File: src/srap_defines.vh
// constants shared by the serial register access port
// assumes inclusion by bare name from the four-wire engine and top design files
`ifndef SRAP_DEFINES_VH
`define SRAP_DEFINES_VH
// strap level that selects the four-wire mode
`define SRAP_STRAP_SPI 1'h1
// fixed upper bits of the two-wire slave address
`define SRAP_ADDR_FIXED 4'h5
// high-speed master code, upper five bits
`define SRAP_HS_CODE 5'h01
// data bits per two-wire transfer unit
`define SRAP_BYTE_BITS 4'h8
// four-wire frame: rising edges after the command and in total
`define SRAP_SPI_CMD_BITS 5'h08
`define SRAP_SPI_FRAME_BITS 5'h18
// four-wire read word: leading bits forced high
`define SRAP_SPI_PAD 4'hf
// position of the read flag in a command byte
`define SRAP_CMD_READ_BIT 7
`endif

File: src/srap_sync.v
// two flip-flop synchroniser for a group of pin inputs
// assumes inputs asynchronous to clk; ce freezes both stages
`timescale 1ns/1ps
module srap_sync #(
  parameter W = 7
) (
  // clock and reset
  input  wire         clk,
  input  wire         rst,
  input  wire         ce,
  // pins in, synchronised levels out
  input  wire [W-1:0] asyncIn,
  output reg  [W-1:0] syncOut
);

  reg [W-1:0] meta_reg;

  always @(posedge clk or posedge rst)
  begin
    if (rst)
    begin
      meta_reg <= {W{1'b1}};
      syncOut  <= {W{1'b1}};
    end
    else if (ce)
    begin
      meta_reg <= asyncIn;
      syncOut  <= meta_reg;
    end
  end

endmodule

File: src/srap_spi.v
// four-wire slave engine: 24-bit frames, command then 16 data bits
// assumes synchronised pin levels and edge pulses from the top
`timescale 1ns/1ps
`include "srap_defines.vh"
module srap_spi (
  // clock and reset
  input  wire        clk,
  input  wire        rst,
  input  wire        ce,
  // mode gate and pin views
  input  wire        enable,
  input  wire        csN,
  input  wire        sclkRise,
  input  wire        sclkFall,
  input  wire        dinBit,
  // serial output
  output reg         doutBit,
  output reg         doutOe,
  // register side
  output reg         wrStb,
  output reg         rdStb,
  output reg  [6:0]  regAddr,
  output reg  [15:0] wrData,
  input  wire [15:0] regRdData
);

  reg [4:0]  riseCnt_reg;
  reg [15:0] shiftIn_reg;
  reg [7:0]  cmd_reg;
  reg [15:0] txWord_reg;
  reg        active_reg;

  wire [7:0]  cmdNow  = {shiftIn_reg[6:0], dinBit};
  wire [15:0] rdFirst = {`SRAP_SPI_PAD, regRdData[11:0]};

  always @(posedge clk or posedge rst)
  begin
    if (rst)
    begin
      riseCnt_reg <= 5'h00;
      shiftIn_reg <= 16'h0000;
      cmd_reg     <= 8'h00;
      txWord_reg  <= 16'h0000;
      active_reg  <= 1'b0;
      doutBit     <= 1'b0;
      doutOe      <= 1'b0;
      wrStb       <= 1'b0;
      rdStb       <= 1'b0;
      regAddr     <= 7'h00;
      wrData      <= 16'h0000;
    end
    else if (ce)
    begin
      wrStb <= 1'b0;
      rdStb <= 1'b0;
      if (!enable || csN)
      begin
        // write executes only after a full frame, then chip select high or enable low
        if (active_reg && riseCnt_reg == `SRAP_SPI_FRAME_BITS && !cmd_reg[`SRAP_CMD_READ_BIT]) // see RL21
        begin
          wrStb   <= 1'b1;
          regAddr <= cmd_reg[6:0];
          wrData  <= shiftIn_reg[15:0];
        end
        // early deselect: output off at once, read dropped, frame restarts
        riseCnt_reg <= 5'h00; // see RL22
        doutOe      <= 1'b0; // see RL22
        active_reg  <= 1'b0;
        cmd_reg     <= 8'h00;
      end
      else
      begin
        active_reg <= 1'b1;
        doutOe     <= 1'b1;
        // input sampled on rising clock edges, command byte first
        if (sclkRise && riseCnt_reg != `SRAP_SPI_FRAME_BITS) // see RL2
        begin
          shiftIn_reg <= {shiftIn_reg[14:0], dinBit};
          riseCnt_reg <= riseCnt_reg + 5'h01;
          if (riseCnt_reg == `SRAP_SPI_CMD_BITS - 5'h01)
          begin
            cmd_reg <= cmdNow;
            if (cmdNow[`SRAP_CMD_READ_BIT])
            begin
              rdStb   <= 1'b1;
              regAddr <= cmdNow[6:0];
            end
          end
        end
        // output changes on falling clock edges
        if (sclkFall && cmd_reg[`SRAP_CMD_READ_BIT]) // see RL4
        begin
          if (riseCnt_reg == `SRAP_SPI_CMD_BITS)
          begin
            doutBit    <= rdFirst[15]; // see RL3
            txWord_reg <= {rdFirst[14:0], 1'b0};
          end
          else if (riseCnt_reg > `SRAP_SPI_CMD_BITS && riseCnt_reg != `SRAP_SPI_FRAME_BITS)
          begin
            doutBit    <= txWord_reg[15];
            txWord_reg <= {txWord_reg[14:0], 1'b0};
          end
        end
      end
    end
  end

endmodule

File: src/srap_top.v
// serial register access port: two-wire slave or four-wire slave
// assumes pins asynchronous to clk; register file sits outside
//
// Behaviour
// RL1: strap low two-wire, strap high four-wire
// RL2: four-wire command sampled on rising clock
// RL3: four-wire read word leads with four ones
// RL4: four-wire output changes on falling clock
// RL5: two-wire rates up to 400k and 3.4M
// RL6: two-wire unit: eight bits plus acknowledge
// RL7: data change with clock high is control
// RL8: fall with clock high START, rise STOP
// RL9: acknowledge low through ninth clock high phase
// RL10: matching address acknowledged for one clock
// RL11: address is 0101 plus three select pins
// RL12: fast mode after power-up
// RL13: master code: not-acknowledge, then high-speed
// RL14: STOP leaves high-speed, repeated START keeps it
// RL15: write command byte top bit zero, acknowledged
// RL16: two data bytes acknowledged, then STOP
// RL17: read: command top bit one, then restart
// RL18: read address: device sends two register bytes
// RL19: master ends read with not-acknowledge, STOP
// RL20: bare read address returns last read register
// RL21: four-wire frame 24 bits, select held low
// RL22: early deselect tristates output, drops read
// RL23: foreign address: stay released until START
`timescale 1ns/1ps
`include "srap_defines.vh"
module srap_top (
  // clock and reset
  input  wire        clk,
  input  wire        rst,
  input  wire        ce,
  // interface strap
  input  wire        modeSelectStrap,
  // shared serial clock and data pins
  input  wire        serialClkIn,
  input  wire        serialDataIn,
  output reg         sdaOut,
  output reg         sdaOe,
  // address select pins
  input  wire        addr_select_bit0,
  input  wire        addr_select_bit1,
  input  wire        addr_select_bit2,
  // four-wire select and output
  input  wire        csN,
  output reg         doutOut,
  output reg         doutOe,
  // register side
  output reg         regWrStb,
  output reg         regRdStb,
  output reg  [6:0]  regAddr,
  output reg  [15:0] regWrData,
  input  wire [15:0] regRdData,
  // status
  output reg         hsModeActive,
  output reg         modeSpiActive
);

  // ************************************************************
  // pin synchronisation and edge finding
  // ************************************************************
  localparam ST_IDLE   = 3'h0;
  localparam ST_RX     = 3'h1;
  localparam ST_ACK    = 3'h2;
  localparam ST_TX     = 3'h3;
  localparam ST_MACK   = 3'h4;
  localparam ST_NEXT   = 3'h5;
  localparam ST_IGNORE = 3'h6;

  wire [6:0] pinSync;
  reg  [1:0] prev_reg;

  // sampling at clk keeps many samples per high-speed bit
  srap_sync #(
    .W (7)
  ) u_sync (
    .clk     (clk),
    .rst     (rst),
    .ce      (ce),
    .asyncIn ({modeSelectStrap, addr_select_bit2, addr_select_bit1, addr_select_bit0,
               csN, serialDataIn, serialClkIn}),
    .syncOut (pinSync)
  ); // see RL5

  wire       sclS    = pinSync[0];
  wire       sdaS    = pinSync[1];
  wire       csS     = pinSync[2];
  wire [2:0] addrSel = pinSync[5:3];
  wire       strapS  = pinSync[6];

  wire sclRise = sclS & ~prev_reg[0];
  wire sclFall = ~sclS & prev_reg[0];
  wire sdaRise = sdaS & ~prev_reg[1];
  wire sdaFall = ~sdaS & prev_reg[1];

  // data edges while the clock stays high are bus conditions
  wire i2cStart = sdaFall & sclS & prev_reg[0]; // see RL7
  wire i2cStop  = sdaRise & sclS & prev_reg[0]; // see RL8

  wire [6:0] ownAddr = {`SRAP_ADDR_FIXED, addrSel}; // see RL11

  always @(posedge clk or posedge rst)
  begin
    if (rst)
      prev_reg <= 2'h3;
    else if (ce)
      prev_reg <= {sdaS, sclS};
  end

  // ************************************************************
  // four-wire engine
  // ************************************************************
  wire        spiDout;
  wire        spiDoutOe;
  wire        spiWr;
  wire        spiRd;
  wire [6:0]  spiAddr;
  wire [15:0] spiData;

  srap_spi u_spi (
    .clk       (clk),
    .rst       (rst),
    .ce        (ce),
    .enable    (modeSpiActive),
    .csN       (csS),
    .sclkRise  (sclRise),
    .sclkFall  (sclFall),
    .dinBit    (sdaS),
    .doutBit   (spiDout),
    .doutOe    (spiDoutOe),
    .wrStb     (spiWr),
    .rdStb     (spiRd),
    .regAddr   (spiAddr),
    .wrData    (spiData),
    .regRdData (regRdData)
  );

  // ************************************************************
  // two-wire engine
  // ************************************************************
  reg [2:0]  state_reg;
  reg [3:0]  bitCnt_reg;
  reg [1:0]  byteIdx_reg;
  reg [7:0]  shift_reg;
  reg [15:0] txWord_reg;
  reg [7:0]  cmd_reg;
  reg [7:0]  wrHi_reg;
  reg [6:0]  lastRead_reg;
  reg        readDir_reg;
  reg        masterCode_reg;
  reg        txLow_reg;
  reg        i2cWr_reg;
  reg        i2cRd_reg;
  reg [6:0]  i2cAddr_reg;
  reg        sdaDrive_reg;

  always @(posedge clk or posedge rst)
  begin
    if (rst)
    begin
      state_reg      <= ST_IDLE;
      bitCnt_reg     <= 4'h0;
      byteIdx_reg    <= 2'h0;
      shift_reg      <= 8'h00;
      txWord_reg     <= 16'h0000;
      cmd_reg        <= 8'h00;
      wrHi_reg       <= 8'h00;
      lastRead_reg   <= 7'h00;
      readDir_reg    <= 1'b0;
      masterCode_reg <= 1'b0;
      txLow_reg      <= 1'b0;
      i2cWr_reg      <= 1'b0;
      i2cRd_reg      <= 1'b0;
      i2cAddr_reg    <= 7'h00;
      sdaDrive_reg   <= 1'b0;
      hsModeActive   <= 1'b0; // see RL12
    end
    else if (ce)
    begin
      i2cWr_reg <= 1'b0;
      i2cRd_reg <= 1'b0;
      if (modeSpiActive)
      begin
        state_reg    <= ST_IDLE;
        sdaDrive_reg <= 1'b0;
        hsModeActive <= 1'b0;
      end
      else if (i2cStop)
      begin
        state_reg    <= ST_IDLE;
        sdaDrive_reg <= 1'b0;
        hsModeActive <= 1'b0; // see RL14
      end
      else if (i2cStart)
      begin
        // repeated start leaves the speed mode alone
        state_reg    <= ST_RX; // see RL14
        bitCnt_reg   <= 4'h0;
        byteIdx_reg  <= 2'h0;
        sdaDrive_reg <= 1'b0;
      end
      else
      begin
        case (state_reg)
          ST_RX:
          begin
            if (sclRise && bitCnt_reg != `SRAP_BYTE_BITS)
            begin
              shift_reg  <= {shift_reg[6:0], sdaS};
              bitCnt_reg <= bitCnt_reg + 4'h1; // see RL6
            end
            else if (sclFall && bitCnt_reg == `SRAP_BYTE_BITS)
            begin
              // drive before the ninth rising edge
              bitCnt_reg     <= 4'h0;
              state_reg      <= ST_ACK; // see RL9
              masterCode_reg <= 1'b0;
              case (byteIdx_reg)
                2'h0:
                begin
                  if (shift_reg[7:1] == ownAddr)
                  begin
                    sdaDrive_reg <= 1'b1; // see RL10
                    readDir_reg  <= shift_reg[0];
                    if (shift_reg[0])
                    begin
                      // last read register, new or default read
                      i2cRd_reg   <= 1'b1; // see RL20
                      i2cAddr_reg <= lastRead_reg;
                    end
                  end
                  else if (shift_reg[7:3] == `SRAP_HS_CODE)
                    masterCode_reg <= 1'b1; // see RL13
                  else
                    state_reg <= ST_IGNORE; // see RL23
                end
                2'h1:
                begin
                  cmd_reg      <= shift_reg; // see RL15
                  sdaDrive_reg <= 1'b1; // see RL15
                  if (shift_reg[`SRAP_CMD_READ_BIT])
                    lastRead_reg <= shift_reg[6:0]; // see RL17
                end
                2'h2:
                begin
                  wrHi_reg     <= shift_reg;
                  sdaDrive_reg <= ~cmd_reg[`SRAP_CMD_READ_BIT]; // see RL16
                end
                default:
                begin
                  sdaDrive_reg <= ~cmd_reg[`SRAP_CMD_READ_BIT]; // see RL16
                  if (!cmd_reg[`SRAP_CMD_READ_BIT])
                  begin
                    i2cWr_reg   <= 1'b1;
                    i2cAddr_reg <= cmd_reg[6:0];
                  end
                end
              endcase
            end
          end
          ST_ACK:
          begin
            // release at the end of the ninth clock
            if (sclFall)
            begin
              sdaDrive_reg <= 1'b0; // see RL9
              if (masterCode_reg)
              begin
                hsModeActive <= 1'b1; // see RL13
                state_reg    <= ST_IGNORE;
              end
              else if (byteIdx_reg == 2'h0 && readDir_reg)
              begin
                // take the data line and send the high byte first
                state_reg    <= ST_TX; // see RL18
                txWord_reg   <= {regRdData[14:0], 1'b0};
                sdaDrive_reg <= ~regRdData[15]; // see RL18
                txLow_reg    <= 1'b0;
              end
              else if (byteIdx_reg == 2'h3 || (byteIdx_reg == 2'h2 && cmd_reg[`SRAP_CMD_READ_BIT]))
                state_reg <= ST_IGNORE;
              else
              begin
                state_reg   <= ST_RX;
                byteIdx_reg <= byteIdx_reg + 2'h1;
              end
            end
          end
          ST_TX:
          begin
            if (sclRise)
              bitCnt_reg <= bitCnt_reg + 4'h1;
            else if (sclFall)
            begin
              if (bitCnt_reg == `SRAP_BYTE_BITS)
              begin
                sdaDrive_reg <= 1'b0; // see RL6
                state_reg    <= ST_MACK;
              end
              else
              begin
                sdaDrive_reg <= ~txWord_reg[15];
                txWord_reg   <= {txWord_reg[14:0], 1'b0};
              end
            end
          end
          ST_MACK:
          begin
            // master acknowledge after the high byte continues; not-acknowledge or the low byte ends the read
            if (sclRise)
            begin
              if (!sdaS && !txLow_reg)
                state_reg <= ST_NEXT;
              else
                state_reg <= ST_IGNORE; // see RL19
            end
          end
          ST_NEXT:
          begin
            if (sclFall)
            begin
              state_reg    <= ST_TX;
              bitCnt_reg   <= 4'h0;
              txLow_reg    <= 1'b1;
              sdaDrive_reg <= ~txWord_reg[15];
              txWord_reg   <= {txWord_reg[14:0], 1'b0};
            end
          end
          ST_IDLE:
            sdaDrive_reg <= 1'b0;
          ST_IGNORE:
            sdaDrive_reg <= 1'b0; // see RL23
          default:
          begin
            state_reg    <= ST_IDLE;
            sdaDrive_reg <= 1'b0;
          end
        endcase
      end
    end
  end

  // ************************************************************
  // output registers and mode selection
  // ************************************************************
  always @(posedge clk or posedge rst)
  begin
    if (rst)
    begin
      modeSpiActive <= 1'b0;
      sdaOut        <= 1'b0;
      sdaOe         <= 1'b0;
      doutOut       <= 1'b0;
      doutOe        <= 1'b0;
      regWrStb      <= 1'b0;
      regRdStb      <= 1'b0;
      regAddr       <= 7'h00;
      regWrData     <= 16'h0000;
    end
    else if (ce)
    begin
      modeSpiActive <= (strapS == `SRAP_STRAP_SPI); // see RL1
      sdaOut        <= 1'b0;
      sdaOe         <= sdaDrive_reg & ~modeSpiActive;
      doutOut       <= spiDout;
      doutOe        <= spiDoutOe & modeSpiActive;
      if (modeSpiActive)
      begin
        regWrStb <= spiWr;
        regRdStb <= spiRd;
        if (spiWr || spiRd)
          regAddr <= spiAddr;
        if (spiWr)
          regWrData <= spiData;
      end
      else
      begin
        regWrStb <= i2cWr_reg;
        regRdStb <= i2cRd_reg;
        if (i2cWr_reg || i2cRd_reg)
          regAddr <= i2cAddr_reg;
        if (i2cWr_reg)
          regWrData <= {wrHi_reg, shift_reg};
      end
    end
  end

endmodule

File: config.mk
export PLATFORM = sky130hd
export DESIGN_NAME = srap_top
export DESIGN_NICKNAME = d
export VERILOG_FILES = /design/src/srap_sync.v /design/src/srap_spi.v /design/src/srap_top.v
export VERILOG_INCLUDE_DIRS = /design/src
export SDC_FILE = /design/constraint.sdc
export NUM_CORES = 1
export LEC_CHECK = 0
export ABC_CLOCK_PERIOD_IN_PS = 5990
export BUFFER_PORTS_ARGS = -buffer_cell sky130_fd_sc_hd__buf_4
export CORE_UTILIZATION = 40
export DETAILED_ROUTE_END_ITERATION = 10
export GPL_TIMING_DRIVEN = 0
export PLACE_DENSITY = 0.64
export SLEW_MARGIN = 20
export SYNTH_ARGS = -nofsm -noshare
export SYNTH_HDL_FRONTEND = slang
export SYNTH_SLANG_ARGS = --single-unit
File: constraint.sdc
create_clock -name clk -period 5.99 [get_ports clk]
set_input_delay 0.8985 -clock clk [delete_from_list [all_inputs] [get_ports clk]]
set_output_delay 0.8985 -clock clk [all_outputs]
set_load 0.1 [all_outputs]
==> Yosys cells after proc, flatten, opt, wreduce, memory -nomap -nowiden <==
Cells that the tools add are included.
{ "totals": {"wordCells": 289, "output_inout_bits": 31, "register_bits": 187} }
{ "classes": {"eq_ne": 48, "bitwise": 23, "n_lt_le_gt_ge": 1, "n_reduce_logical": 59, "mux": 118, "add_sub_neg": 3} }
{ "op_table": {"columns": ["operator", "n"], "rows": [
  ["two-way mux 16 bit", 12],
  ["two-way mux 7 bit", 11],
  ["two-way mux 1 bit", 54],
  ["two-way mux 3 bit", 17],
  ["case mux 16 bit (3 select lines)", 1],
  ["!= test 5 bit (second input constant)", 9],
  ["AND reduction 9 bit", 4],
  ["!= test 2 bit (second input constant)", 13],
  ["two-way mux 8 bit", 3],
  ["AND reduction 8 bit", 3],
  ["two-way mux 4 bit", 5],
  ["case mux 3 bit (6 select lines)", 1],
  ["nonzero test 2 bit", 9],
  ["AND reduction 3 bit", 5],
  ["two-way mux 2 bit", 7],
  ["case mux 7 bit (2 select lines)", 1],
  ["AND reduction 7 bit", 2],
  ["NOT 1 bit", 13],
  ["!= test 4 bit (second input constant)", 3],
  ["case mux 4 bit (3 select lines)", 1],
  ["AND reduction 12 bit", 1],
  ["nonzero test 3 bit", 4],
  ["AND reduction 11 bit", 1],
  ["AND 1 bit", 10],
  ["other kinds (36)", 62]
]} }

==> Logic depth before layout (Yosys ltp) <==
Gate-level depths: netlist (run 1).
{ "depth": {"word_depth": 11, "mapped_depth": 9, "mapped_depth_nobuf": 7} }

==> Modules after synthesis <==
From an unflattened synthesis (run 1), not the netlist that was laid out.
{ "hier_totals": {"cells_unflattened": 756, "hier_area_um2": 8493.1} }
{ "modules_own_cells": {"columns": ["mod", "instances", "cells_each", "seq_area_each_um2", "area_each_um2"], "rows": [
  ["srap_top", 1, 475, 2504.9, 4903.5],
  ["srap_spi", 1, 251, 1776.7, 3049.2],
  ["srap_sync", 1, 30, 367.9, 540.5]
]} }

==> Worst setup path before layout (run 1) <==
OpenSTA, ideal clock, no wires.
{ "synth_path": {"path_kind": "register to register", "startpoint": "reg modeSpiActive", "endpoint": "reg i2cAddr_reg[0]", "path_stages_with_launch": 8, "arrival_time_ns": 2.439, "n_path_buf": 2, "period_less_slack_ns": 2.564, "required_ns": 5.865, "slack_ns": 3.426, "setup_ns": 0.125, "path_cell_list": "dfrtp_1 -> buf_2 -> and2b_1 -> nand2_1 -> or2_1 -> or3_1 -> buf_6 -> mux2_4"} }
{ "synth_via": {"elab_chain_cells": 2} }
{ "synth_lines": {"columns": ["item", "line_no", "rtl"], "rows": [
  ["start, declared", "srap_top.v:58", "output reg modeSpiActive"],
  ["start signal, assigned", "srap_top.v:364", "modeSpiActive <= (strapS == `SRAP_STRAP_SPI);"],
  ["NOT 1 bit (no line)", null, null],
  ["AND reduction 11 bit (no line)", null, null],
  ["end signal, assigned", "srap_top.v:231", "i2cAddr_reg <= lastRead_reg;"],
  ["end signal, assigned", "srap_top.v:257", "i2cAddr_reg <= cmd_reg[6:0];"],
  ["end, declared", "srap_top.v:156", "reg [6:0] i2cAddr_reg;"]
]} }
No other way between the ends.
A chain may end at the register's enable or synchronous reset.

==> Worst setup path after layout (run 1) <==
{ "layout_path": {"startpoint": "reg u_sync.syncOut[0]", "endpoint": "reg u_spi.shiftIn_reg[5]"} }
{ "layout_via": {"elab_chain_cells": 3} }
{ "layout_lines": {"columns": ["item", "line_no", "rtl"], "rows": [
  ["start, declared", "srap_sync.v:13", "output reg [W-1:0] syncOut"],
  ["start signal, assigned", "srap_sync.v:23", "syncOut <= {W{1'b1}};"],
  ["start signal, assigned", "srap_sync.v:28", "syncOut <= meta_reg;"],
  ["AND 1 bit", "srap_top.v:93", "wire sclRise = sclS & ~prev_reg[0];"],
  ["logical AND 1 bit (no line)", null, null],
  ["AND reduction 3 bit (no line)", null, null],
  ["end signal, assigned", "srap_spi.v:78", "shiftIn_reg <= {shiftIn_reg[14:0], dinBit};"],
  ["end, declared", "srap_spi.v:28", "reg [15:0] shiftIn_reg;"]
]} }
No other way between the ends.

==> impl_metrics.py, run 1 <==
metrics = {
    "run_status": {
        "status": "complete, no violations",
    },
    "global_routing": {
        "grt_overflow": 0,
        "grt_usage": 0.1816,
        "grt_pass1_wl_um": 30440,
        "grt_pass1_vias": 5636,
        "grt_max_degree": 99,
        "antenna_found_initial": 0,
    },
    "clock_network": {
        "tritoncts": "yes",
        "clockRootBuffer": "clkbuf_16",
        "holdBufCountCts": 0,
        "cts_buffer_depth": 2,
        "htreeDepth": 4,
        "worstSkewPairLatency_ns": 0.44,
        "ctsResizeCount": 0,
        "postCtsSetupRepairBufs": 0,
        "cts.clk_slew.worst_paths_ns": 0.07,
        "cts_sinks": 185,
        "cts_buffers": 17,
    },
    "critical_path": {
        "cpMaxStageDelayCell": "nor4b_1",
        "slowest_delay_ns": 0.95,
        "crit_type": "reg2reg",
        "start_kind": "register",
        "required_ns": 6.31,
        "crit_fanout": 10,
        "worstPathBufferInverterCount": 2,
        "crit_chain": "nand2b_1, clkbuf_1, nor4b_1, buf_2, mux2_2",
        "critPathArrivalTime_ns": 3.03,
        "cpLargestDelayFamily": "simple AND/OR/NAND/NOR gates",
        "cp-end-kind": "register",
    },
    "routing": {
        "vias": 5761,
        "drt_wl_total_um": 18560,
        "viasPerCell": 5.233,
        "drc_errors": 0,
        "ant_nets": 0,
        "wl_per_cell_um": 16.86,
        "drt_first_pass_iters": 5,
        "initialDrtViolationCount": 438,
    },
    "timing": {
        "max_freq_ghz": 0.3695,
        "finalSetupViolCount": 0,
        "slew_violations": 0,
        "maxSlewHeadroom": 0.2796,
        "worst_pin_slew_ns": 1.066,
        "fin_worst_skew_ns": 0.008724,
        "post-route-period-util": 0.4518,
        "fin_tns_setup_ns": 0,
        "grt_setup_unrepaired": "false",
        "finalCriticalPeriod_ns": 2.706,
        "hold_slack_ns": 0.4794,
        "finalHoldViolations": 0,
    },
    "synthesis": {
        "synth_ff_type": "dfrtp_1",
        "syn_nets": 778,
        "synth_edf_count": 0,
        "yosys_register_bits": 185,
        "async_flop_share": 1.000,
        "ys_warn_count": 0,
        "syn_avg_cell_area_um2": 11.41,
        "synth.area.top_cells": "dfrtp_1, mux2_2, mux2i_1, dfstp_2, o21ai_0",
        "ys_types": 63,
        "netlist_area_um2": 8491,
        "synth_top_area_frac": 0.4981,
        "synth_top_cell_by_area": "dfrtp_1",
        "synth_cells": 744,
        "ys_seq_area_frac": 0.5476,
    },
    "floorplanning": {
        "die_w_um": 147.7,
        "start_util": 0.4143,
        "die_h_um": 147.7,
        "rows": 52,
        "coreArea_um2": 20490,
        "die_area_um2": 21810,
        "io_pins": 57,
    },
    "finish": {
        "final.fill_count": 1867,
        "syn_to_final_growth_pct": 15.71,
        "diodes": 0,
        "final_cell_mix": "dfrtp_1, mux2_2, nand2_1",
        "final_common_cell": "dfrtp_1",
        "nets": 853,
        "drive_gt1_frac": 0.2732,
    },
    "place": {
        "port_buffers": 55,
        "gp_congestion": 0.9207,
        "dp_hpwl_um": 13150,
    },
    "power_and_ir_drop": {
        "vdd_drop_max_uv": 214.4,
        "power_density_nw_per_um2": 320.8,
        "power.leakage_nw": 4.658,
    },
    "job": {
        "drv_cap": 0,
    },
    "worst_hold_path": {
        "hold_path_class": "reg2reg",
    },
}
-- Yosys cell counts (2+ instances only) --
cell type    n
inv_1       22
a22o_1       5
o311ai_0     2
or2_2        4
nor3b_1      2
o21a_1       2
a21oi_1     39
a211oi_1     6
buf_2       10
nor4b_1      4
nor4_1       5
o22ai_1      3
o21ai_1      2
nand2_1     68
mux2_4       7
dfstp_2     16
buf_4        2
nor2b_1      6
nor3_1       5
dfrtp_1    169
nand4_1      2
nand4b_1     6
or3b_2       2
a31oi_1      7
nand2b_1     6
o21ai_0     58
and3b_1      2
a221oi_1     2
clkbuf_1    24
a21boi_0     9
o211ai_1     2
mux2_2      91
mux2i_1     50
nor2_1      46
nand3_1     12
buf_1        4
a21o_1       2
xnor2_1      5
or3_1        2
a211o_1      2
nand3b_1     2
ha_1         8
-- metal layers --
metal | up-vias | track usage | share of wire
met5 | - | 0 | 0
met4 | 0 | 0.06082 | 0.014
met3 | 24 | 0.03549 | 0.032
met2 | 98 | 0.2825 | 0.47
met1 | 2847 | 0.2542 | 0.48
li1 | 2792 | - | -
-- power breakdown --
part / total (W) / switching, W / internal (W)
clock network: 0.00107 / 0.000514 / 0.000551
logic: 0.000610 / 0.000371 / 0.000240
registers: 0.00148 / 0.0000989 / 0.00138
total: 0.00315 / 0.000983 / 0.00217
-- cell families after synthesis --
group / count (synthesis) / share of synthesized area
DFF: 185 / 0.5476
AOI/OAI and AO/OA: 146 / 0.1008
adders and majority gates: 8 / 0.01179
buffers and inverters: 64 / 0.03168
and+or+nand+nor: 186 / 0.1095
muxes: 148 / 0.1920
xor gates and xnor gates: 6 / 0.006189
other: 1 / 0.0004417
-- worst register-to-register path, stage by stage (launching register included) --
cell      delay (ns)
dfstp_2         0.58
nand2b_1        0.06
clkbuf_1        0.22
nor4b_1         0.96
buf_2           0.40
mux2_2          0.37
-- cell type report --
type | instances | area [um2] | share of cell area
multi-input combinational | 495 | 3572 | 0.3636
sequential | 185 | 4649 | 0.4733
tap | 270 | 337.8 | 0.03439
clock buffer | 18 | 439.2 | 0.04470
timing repair buffer | 56 | 440.4 | 0.04483
clock inverter | 13 | 108.9 | 0.01108
buffer | 42 | 186.4 | 0.01898
inverter | 22 | 90.09 | 0.009170
-- worst paths after layout --
check / cells after the start / slack, ns / to / from
setup / recovery: 5 / 3.28 / u_spi.shiftIn_reg[5] / u_sync.syncOut[0]
hold / removal: 2 / 0.48 / u_spi.cmd_reg[4] / u_spi.cmd_reg[4]
setup reg to reg: 5 / 3.28 / u_spi.shiftIn_reg[5] / u_sync.syncOut[0]
hold reg to reg: 2 / 0.48 / u_spi.cmd_reg[4] / u_spi.cmd_reg[4]
max in group asynchronous: 3 / 4.53 / u_sync.meta_reg[6] / rst
min in group asynchronous: 2 / 0.57 / byteIdx_reg[1] / rst
-- stage by stage --
step / power [W] / utilization / instance area (um2) / std cells / setup WS [ns]
6_report: 0.003152 / 0.4794 / 9824 / 1101 / 3.284
5_1_grt: 0.003307 / 0.4794 / 9824 / 1101 / 3.183
4_1_cts: 0.003176 / 0.4794 / 9824 / 1101 / 3.213
3_5_place_dp: 0.002108 / 0.4526 / 9276 / 1070 / 2.939
3_3_place_gp: 0.002101 / 0.4509 / 9241 / 1069 / -2.151
2_1_floorplan: 0.001930 / - / 8491 / 744 / 0.08925
Power figures use the tool's default switching activity.
==> run 2, diff against run 1 <==
--- a/config.mk
+++ b/config.mk
@@ -6,12 +6,12 @@
 export SDC_FILE = /design/constraint.sdc
 export NUM_CORES = 1
 export LEC_CHECK = 0
-export ABC_CLOCK_PERIOD_IN_PS = 5990
+export ABC_CLOCK_PERIOD_IN_PS = 2800
 export BUFFER_PORTS_ARGS = -buffer_cell sky130_fd_sc_hd__buf_4
 export CORE_UTILIZATION = 40
 export DETAILED_ROUTE_END_ITERATION = 10
 export GPL_TIMING_DRIVEN = 0
-export PLACE_DENSITY = 0.64
+export PLACE_DENSITY = 0.62
 export SLEW_MARGIN = 20
 export SYNTH_ARGS = -nofsm -noshare
 export SYNTH_HDL_FRONTEND = slang
==> constraint.sdc (replaced) <==
create_clock -name clk -period 2.8 [get_ports clk]
set_input_delay 0.42 -clock clk [delete_from_list [all_inputs] [get_ports clk]]
set_output_delay 0.42 -clock clk [all_outputs]
set_load 0.1 [all_outputs]
==> run 2 against run 1 <==
- fmax is 1.8% higher
- sequential share of layout area is 0.65 points lower
- power rose by 120%
- clock power up 120%
- count of clock-buffer cells in the layout is the same
==> impl_metrics.py, run 2 (synthesis gave the netlist of run 1 again) <==
metrics = {
    "finish": {
        "final_area_um2": 9961,
        "diodes": 0,
        "finalNonFillerCells": 1108,
        "fin_util": 0.4860,
        "final_common_cell": "dfrtp_1",
        "drive_gt1_frac": 0.2768,
        "syn_to_final_growth_pct": 17.32,
        "final_cell_mix": "dfrtp_1, mux2_2, nand2_1",
        "nets": 859,
    },
    "clock_network": {
        "clockRootBuffer": "clkbuf_16",
        "worstSkewPairLatency_ns": 0.44,
        "cts_buffers": 17,
        "cts_sinks": 185,
        "tritoncts": "yes",
        "postCtsSetupRepairBufs": 0,
        "ctsResizeCount": 0,
        "holdBufCountCts": 1,
        "cts.clk_slew.worst_paths_ns": 0.07,
        "cts_buffer_depth": 2,
        "htreeDepth": 4,
    },
    "critical_path": {
        "required_ns": 3.12,
        "start_kind": "register",
        "r2r_cells": 5,
        "rrSetupSlack_ns": 0.14,
        "reg2reg_from": "u_sync.syncOut[0]",
        "crit_fanout": 10,
        "timing.rr.end": "u_spi.shiftIn_reg[6]",
        "crit_type": "reg2reg",
        "cp-end-kind": "register",
        "critPathArrivalTime_ns": 2.98,
    },
    "place": {
        "place_inst": 1075,
        "pre_cts_slack_ns": 0.1567,
        "dp_hpwl_um": 13650,
        "port_buffers": 55,
        "gp_congestion": 0.8842,
        "placed_area_um2": 9365,
    },
    "timing": {
        "fin_worst_skew_ns": 0.01464,
        "fin_tns_setup_ns": 0,
        "max_freq_ghz": 0.3760,
        "maxSlewHeadroom": 0.2701,
        "finalSetupViolCount": 0,
        "slew_violations": 0,
        "grt_setup_unrepaired": "false",
        "worst_pin_slew_ns": 1.081,
        "finalCriticalPeriod_ns": 2.660,
        "post-route-period-util": 0.9498,
        "setup_ws_ns": 0.1405,
        "finalHoldViolations": 0,
    },
    "routing": {
        "viasPerCell": 5.233,
        "drc_errors": 0,
        "ant_nets": 0,
        "vias": 5798,
        "initialDrtViolationCount": 331,
        "drt_wl_total_um": 18920,
        "wl_per_cell_um": 17.07,
        "drt_first_pass_iters": 5,
    },
    "floorplanning": {
        "start_util": 0.4143,
        "io_pins": 57,
        "coreArea_um2": 20490,
        "die_h_um": 147.7,
        "rows": 52,
        "die_w_um": 147.7,
        "die_area_um2": 21810,
    },
    "worst_hold_path": {
        "holdPathStages": 2,
        "hold_path_class": "in2reg",
        "hold_end": "u_sync.meta_reg[5]",
        "min_from": "addr_select_bit2",
    },
    "global_routing": {
        "grt_overflow": 0,
        "grt_usage": 0.1886,
        "antenna_found_initial": 0,
        "grt_pass1_wl_um": 31880,
        "grt_pass1_vias": 5906,
        "grt_max_degree": 33,
    },
    "power_and_ir_drop": {
        "p_sw_w": 0.002185,
        "vdd_drop_max_uv": 435.2,
        "power_density_nw_per_um2": 688.1,
        "pwr-share-comb": 0.195,
        "p_int_w": 0.004669,
        "power.leakage_nw": 4.715,
        "switching_share": 0.3188,
        "pwr-share-clk": 0.343,
        "seqPwrFrac": 0.462,
    },
    "run_status": {
        "status": "complete, no violations",
    },
    "job": {
        "drv_cap": 0,
    },
}
[run 2: per-stage QoR]
step | hold WS (ns) | total power (W)
after floorplan | 0.4450 | 0.004129
after global placement | 0.4618 | 0.004498
after detailed placement | 0.3600 | 0.004541
after CTS | 0.2005 | 0.006911
after global routing | 0.2050 | 0.007198
final | 0.2178 | 0.006854
[run 2: final cells by class]
| type | instances | area (um2) |
|---|---|---|
| clock buffers | 18 | 429.2 |
| repair buffers | 62 | 543.0 |
| inverters | 22 | 86.33 |
| well taps | 270 | 337.8 |
| plain buffers | 42 | 186.4 |
| multi-input cells | 495 | 3572 |
| flip-flops and latches | 185 | 4649 |
| fillers | 1869 | 10530 |
| clock inverters | 14 | 156.4 |
[run 2: worst max-delay path, stage by stage, from the launching register on]
cell,delay (ns)
dfstp_2,0.57
nand2b_1,0.06
clkbuf_1,0.24
nor4b_1,0.91
buf_2,0.41
mux2_2,0.36
[run 2: how the worst max path moves through the flow]
stage	from	endpoint	slack [ns]	cells past startpoint
6_report	u_sync.syncOut[0]	u_spi.shiftIn_reg[6]	0.14	5
5_1_grt	u_sync.syncOut[0]	u_spi.shiftIn_reg[14]	0.005	5
4_1_cts	u_sync.syncOut[0]	u_spi.shiftIn_reg[6]	0.17	5
3_5_place_dp	u_sync.syncOut[0]	u_spi.shiftIn_reg[14]	0.16	5
3_3_place_gp	rst	u_spi.cmd_reg[0]	-1.23	2
2_1_floorplan	rst	bitCnt_reg[0]	0.01	1
[run 2: power by group through the flow]
stage | Sequential, W | Combinational [W] | Clock [W]
2_1_floorplan | 0.00320 | 0.000929 | 0
3_3_place_gp | 0.00321 | 0.00129 | 0
3_5_place_dp | 0.00322 | 0.00132 | 0
4_1_cts | 0.00316 | 0.00133 | 0.00241
5_1_grt | 0.00320 | 0.00148 | 0.00252
6_report | 0.00317 | 0.00134 | 0.00235
[run 2: routing by layer]
layer  global-route usage  up-vias  wire, um
met4              0.06649        0       301
met1               0.2633     2882      9175
met3              0.03056       24       543
li1                     -     2794         -
met2               0.2976       98      8895
met5                    0        -         0
==> run 3, diff against run 2 <==
--- a/config.mk
+++ b/config.mk
@@ -9,9 +9,11 @@
 export ABC_CLOCK_PERIOD_IN_PS = 2800
 export BUFFER_PORTS_ARGS = -buffer_cell sky130_fd_sc_hd__buf_4
 export CORE_UTILIZATION = 40
+export CTS_BUF_LIST = sky130_fd_sc_hd__clkbuf_2
 export DETAILED_ROUTE_END_ITERATION = 10
 export GPL_TIMING_DRIVEN = 0
 export PLACE_DENSITY = 0.62
+export SKIP_LAST_GASP = 1
 export SLEW_MARGIN = 20
 export SYNTH_ARGS = -nofsm -noshare
 export SYNTH_HDL_FRONTEND = slang
==> run 3 against run 2 <==
- critical path depth increased by 1
- fmax increased by 0.78%
- flip-flop and latch count stayed put
- sequential share of layout area up 0.41 points
- hold slack improved by 0.094 ns
- via count increased by 1.4%
- largest power group unchanged
==> impl_metrics.py, run 3 (synthesis gave the netlist of run 1 again) <==
metrics = {
    "routing": {
        "drt_first_pass_iters": 5,
        "ant_nets": 0,
        "viasPerCell": 5.187,
        "wl_per_cell_um": 16.72,
        "initialDrtViolationCount": 345,
        "vias": 5882,
        "drt_wl_total_um": 18960,
        "drc_errors": 0,
    },
    "worst_hold_path": {
        "hold_path_class": "in2reg",
    },
    "global_routing": {
        "antenna_found_initial": 1,
        "grt_max_degree": 33,
        "grtUsageMet1": 0.2615,
        "use_met2": 0.2991,
        "grt_overflow": 0,
        "grt_pass1_wl_um": 31920,
        "grt_usage": 0.1878,
        "busiest_layer": "met2",
        "met3_usage": 0.03086,
        "grt_pass1_vias": 5977,
    },
    "floorplanning": {
        "die_w_um": 147.7,
        "rows": 52,
        "die_area_um2": 21810,
        "start_util": 0.4143,
        "die_h_um": 147.7,
        "coreArea_um2": 20490,
        "io_pins": 57,
    },
    "clock_network": {
        "clockRootBuffer": "clkbuf_2",
        "cts_buffer_depth": 2,
        "cts_buffers": 17,
        "htreeDepth": 4,
        "worstSkewPairLatency_ns": 0.79,
        "cts_sinks": 185,
        "tritoncts": "yes",
        "cts.clk_slew.worst_paths_ns": 0.27,
    },
    "critical_path": {
        "crit_type": "reg2reg",
        "required_ns": 3.49,
        "critPathArrivalTime_ns": 3.33,
        "crit_fanout": 10,
        "cp-end-kind": "register",
        "start_kind": "register",
    },
    "power_and_ir_drop": {
        "vdd_drop_max_uv": 370.3,
        "power_density_nw_per_um2": 593.8,
        "power_w": 0.005863,
        "power.leakage_nw": 4.681,
    },
    "timing": {
        "slew_violations": 0,
        "max_freq_ghz": 0.3789,
        "fin_worst_skew_ns": 0.04859,
        "finalCriticalPeriod_ns": 2.639,
        "worst_pin_slew_ns": 1.078,
        "grt_setup_unrepaired": "false",
        "post-route-period-util": 0.9425,
        "maxSlewHeadroom": 0.2721,
        "finalSetupViolCount": 0,
        "fin_tns_setup_ns": 0,
        "finalHoldViolations": 0,
    },
    "finish": {
        "final_area_um2": 9873,
        "fin_util": 0.4817,
        "final_common_cell": "dfrtp_1",
        "final_cell_mix": "dfrtp_1, mux2_2, nand2_1",
        "nets": 883,
        "final.fill_count": 1898,
        "drive_gt1_frac": 0.2715,
        "syn_to_final_growth_pct": 16.28,
    },
    "place": {
        "gp_congestion": 0.8842,
        "port_buffers": 55,
        "dp_hpwl_um": 13650,
        "placed_area_um2": 9365,
    },
    "run_status": {
        "status": "complete, no violations",
    },
    "job": {
        "drv_cap": 0,
    },
}
==> run 3: cell count changes in the layout (fill, tap and decap cells not counted) <==
cell / before / now
clkbuf_1: 25 / 24
diode_2: 0 / 2
nor4b_2: 0 / 1
clkbuf_2: 1 / 19
nor4b_1: 4 / 3
dlygate4sd3_1: 1 / 25
clkbuf_16: 17 / 0
==> run 3: area by class of cell <==
class / instances / area (um2) / area share
Antenna cell: 2 / 5.005 / 0.0005069
Clock buffer: 18 / 90.09 / 0.009124
Buffer: 42 / 186.4 / 0.01888
Sequential cell: 185 / 4649 / 0.4709
Multi-Input combinational cell: 495 / 3578 / 0.3624
Inverter: 22 / 86.33 / 0.008744
Clock inverter: 14 / 156.4 / 0.01584
Tap cell: 270 / 337.8 / 0.03422
Timing Repair Buffer: 86 / 783.3 / 0.07933
==> run 3: worst paths after layout <==
path                                    from                  to  slack, ns  cells past startpoint
setup / recovery           u_sync.syncOut[1]        state_reg[0]       0.16                      6
setup reg to reg           u_sync.syncOut[1]        state_reg[0]       0.16                      6
max in group asynchronous                rst  u_sync.meta_reg[6]       1.20                      7
min in group asynchronous                rst       bitCnt_reg[2]       0.64                      4
hold / removal                 regRdData[15]        sdaDrive_reg       0.31                      5
hold reg to reg             u_spi.cmd_reg[0]    u_spi.cmd_reg[0]       0.51                      2
==> run 3: critical path: stages (launching register included) <==
cell      delay (ns)
dfstp_2         0.60
clkbuf_1        0.46
nand2b_1        0.23
a211oi_1        0.09
a211oi_1        0.60
or2_2           0.26
mux2_2          0.33
==> run 3: metal layers <==
layer	part of all wire	wire length [um]
met5	0	0
met4	0.017	327
met3	0.029	557
met2	0.47	8953
met1	0.48	9118
==> run 3: power breakdown <==
| part | leakage, nW | internal, W | switching [W] |
|---|---|---|---|
| clock | 0.147 | 0.000301 | 0.00104 |
| combinational | 2.06 | 0.000548 | 0.000809 |
| sequential | 2.48 | 0.00295 | 0.000220 |
| total | 4.68 | 0.00380 | 0.00206 |
==> run 3: stage by stage <==
step | std cells | hold slack [ns] | setup WS (ns)
5_1_grt | 1134 | 0.2737 | 0.03369
4_1_cts | 1131 | 0.01544 | 0.1160
3_3_place_gp | 1069 | 0.4618 | -1.229
6_report | 1134 | 0.3123 | 0.1610
2_1_floorplan | 744 | 0.4450 | 0.01454
3_5_place_dp | 1075 | 0.3600 | 0.1567
==> run 3: timing repair <==
| item | 4_1_cts | 5_1_grt |
|---|---|---|
| buffers inserted | 0 | 0 |
| resized for setup | 0 | 1 |
| setup endpoints to repair | 0 | 3 |
| endpoints found under the hold margin | 157 | 1 |
| hold buffers | 24 | 1 |
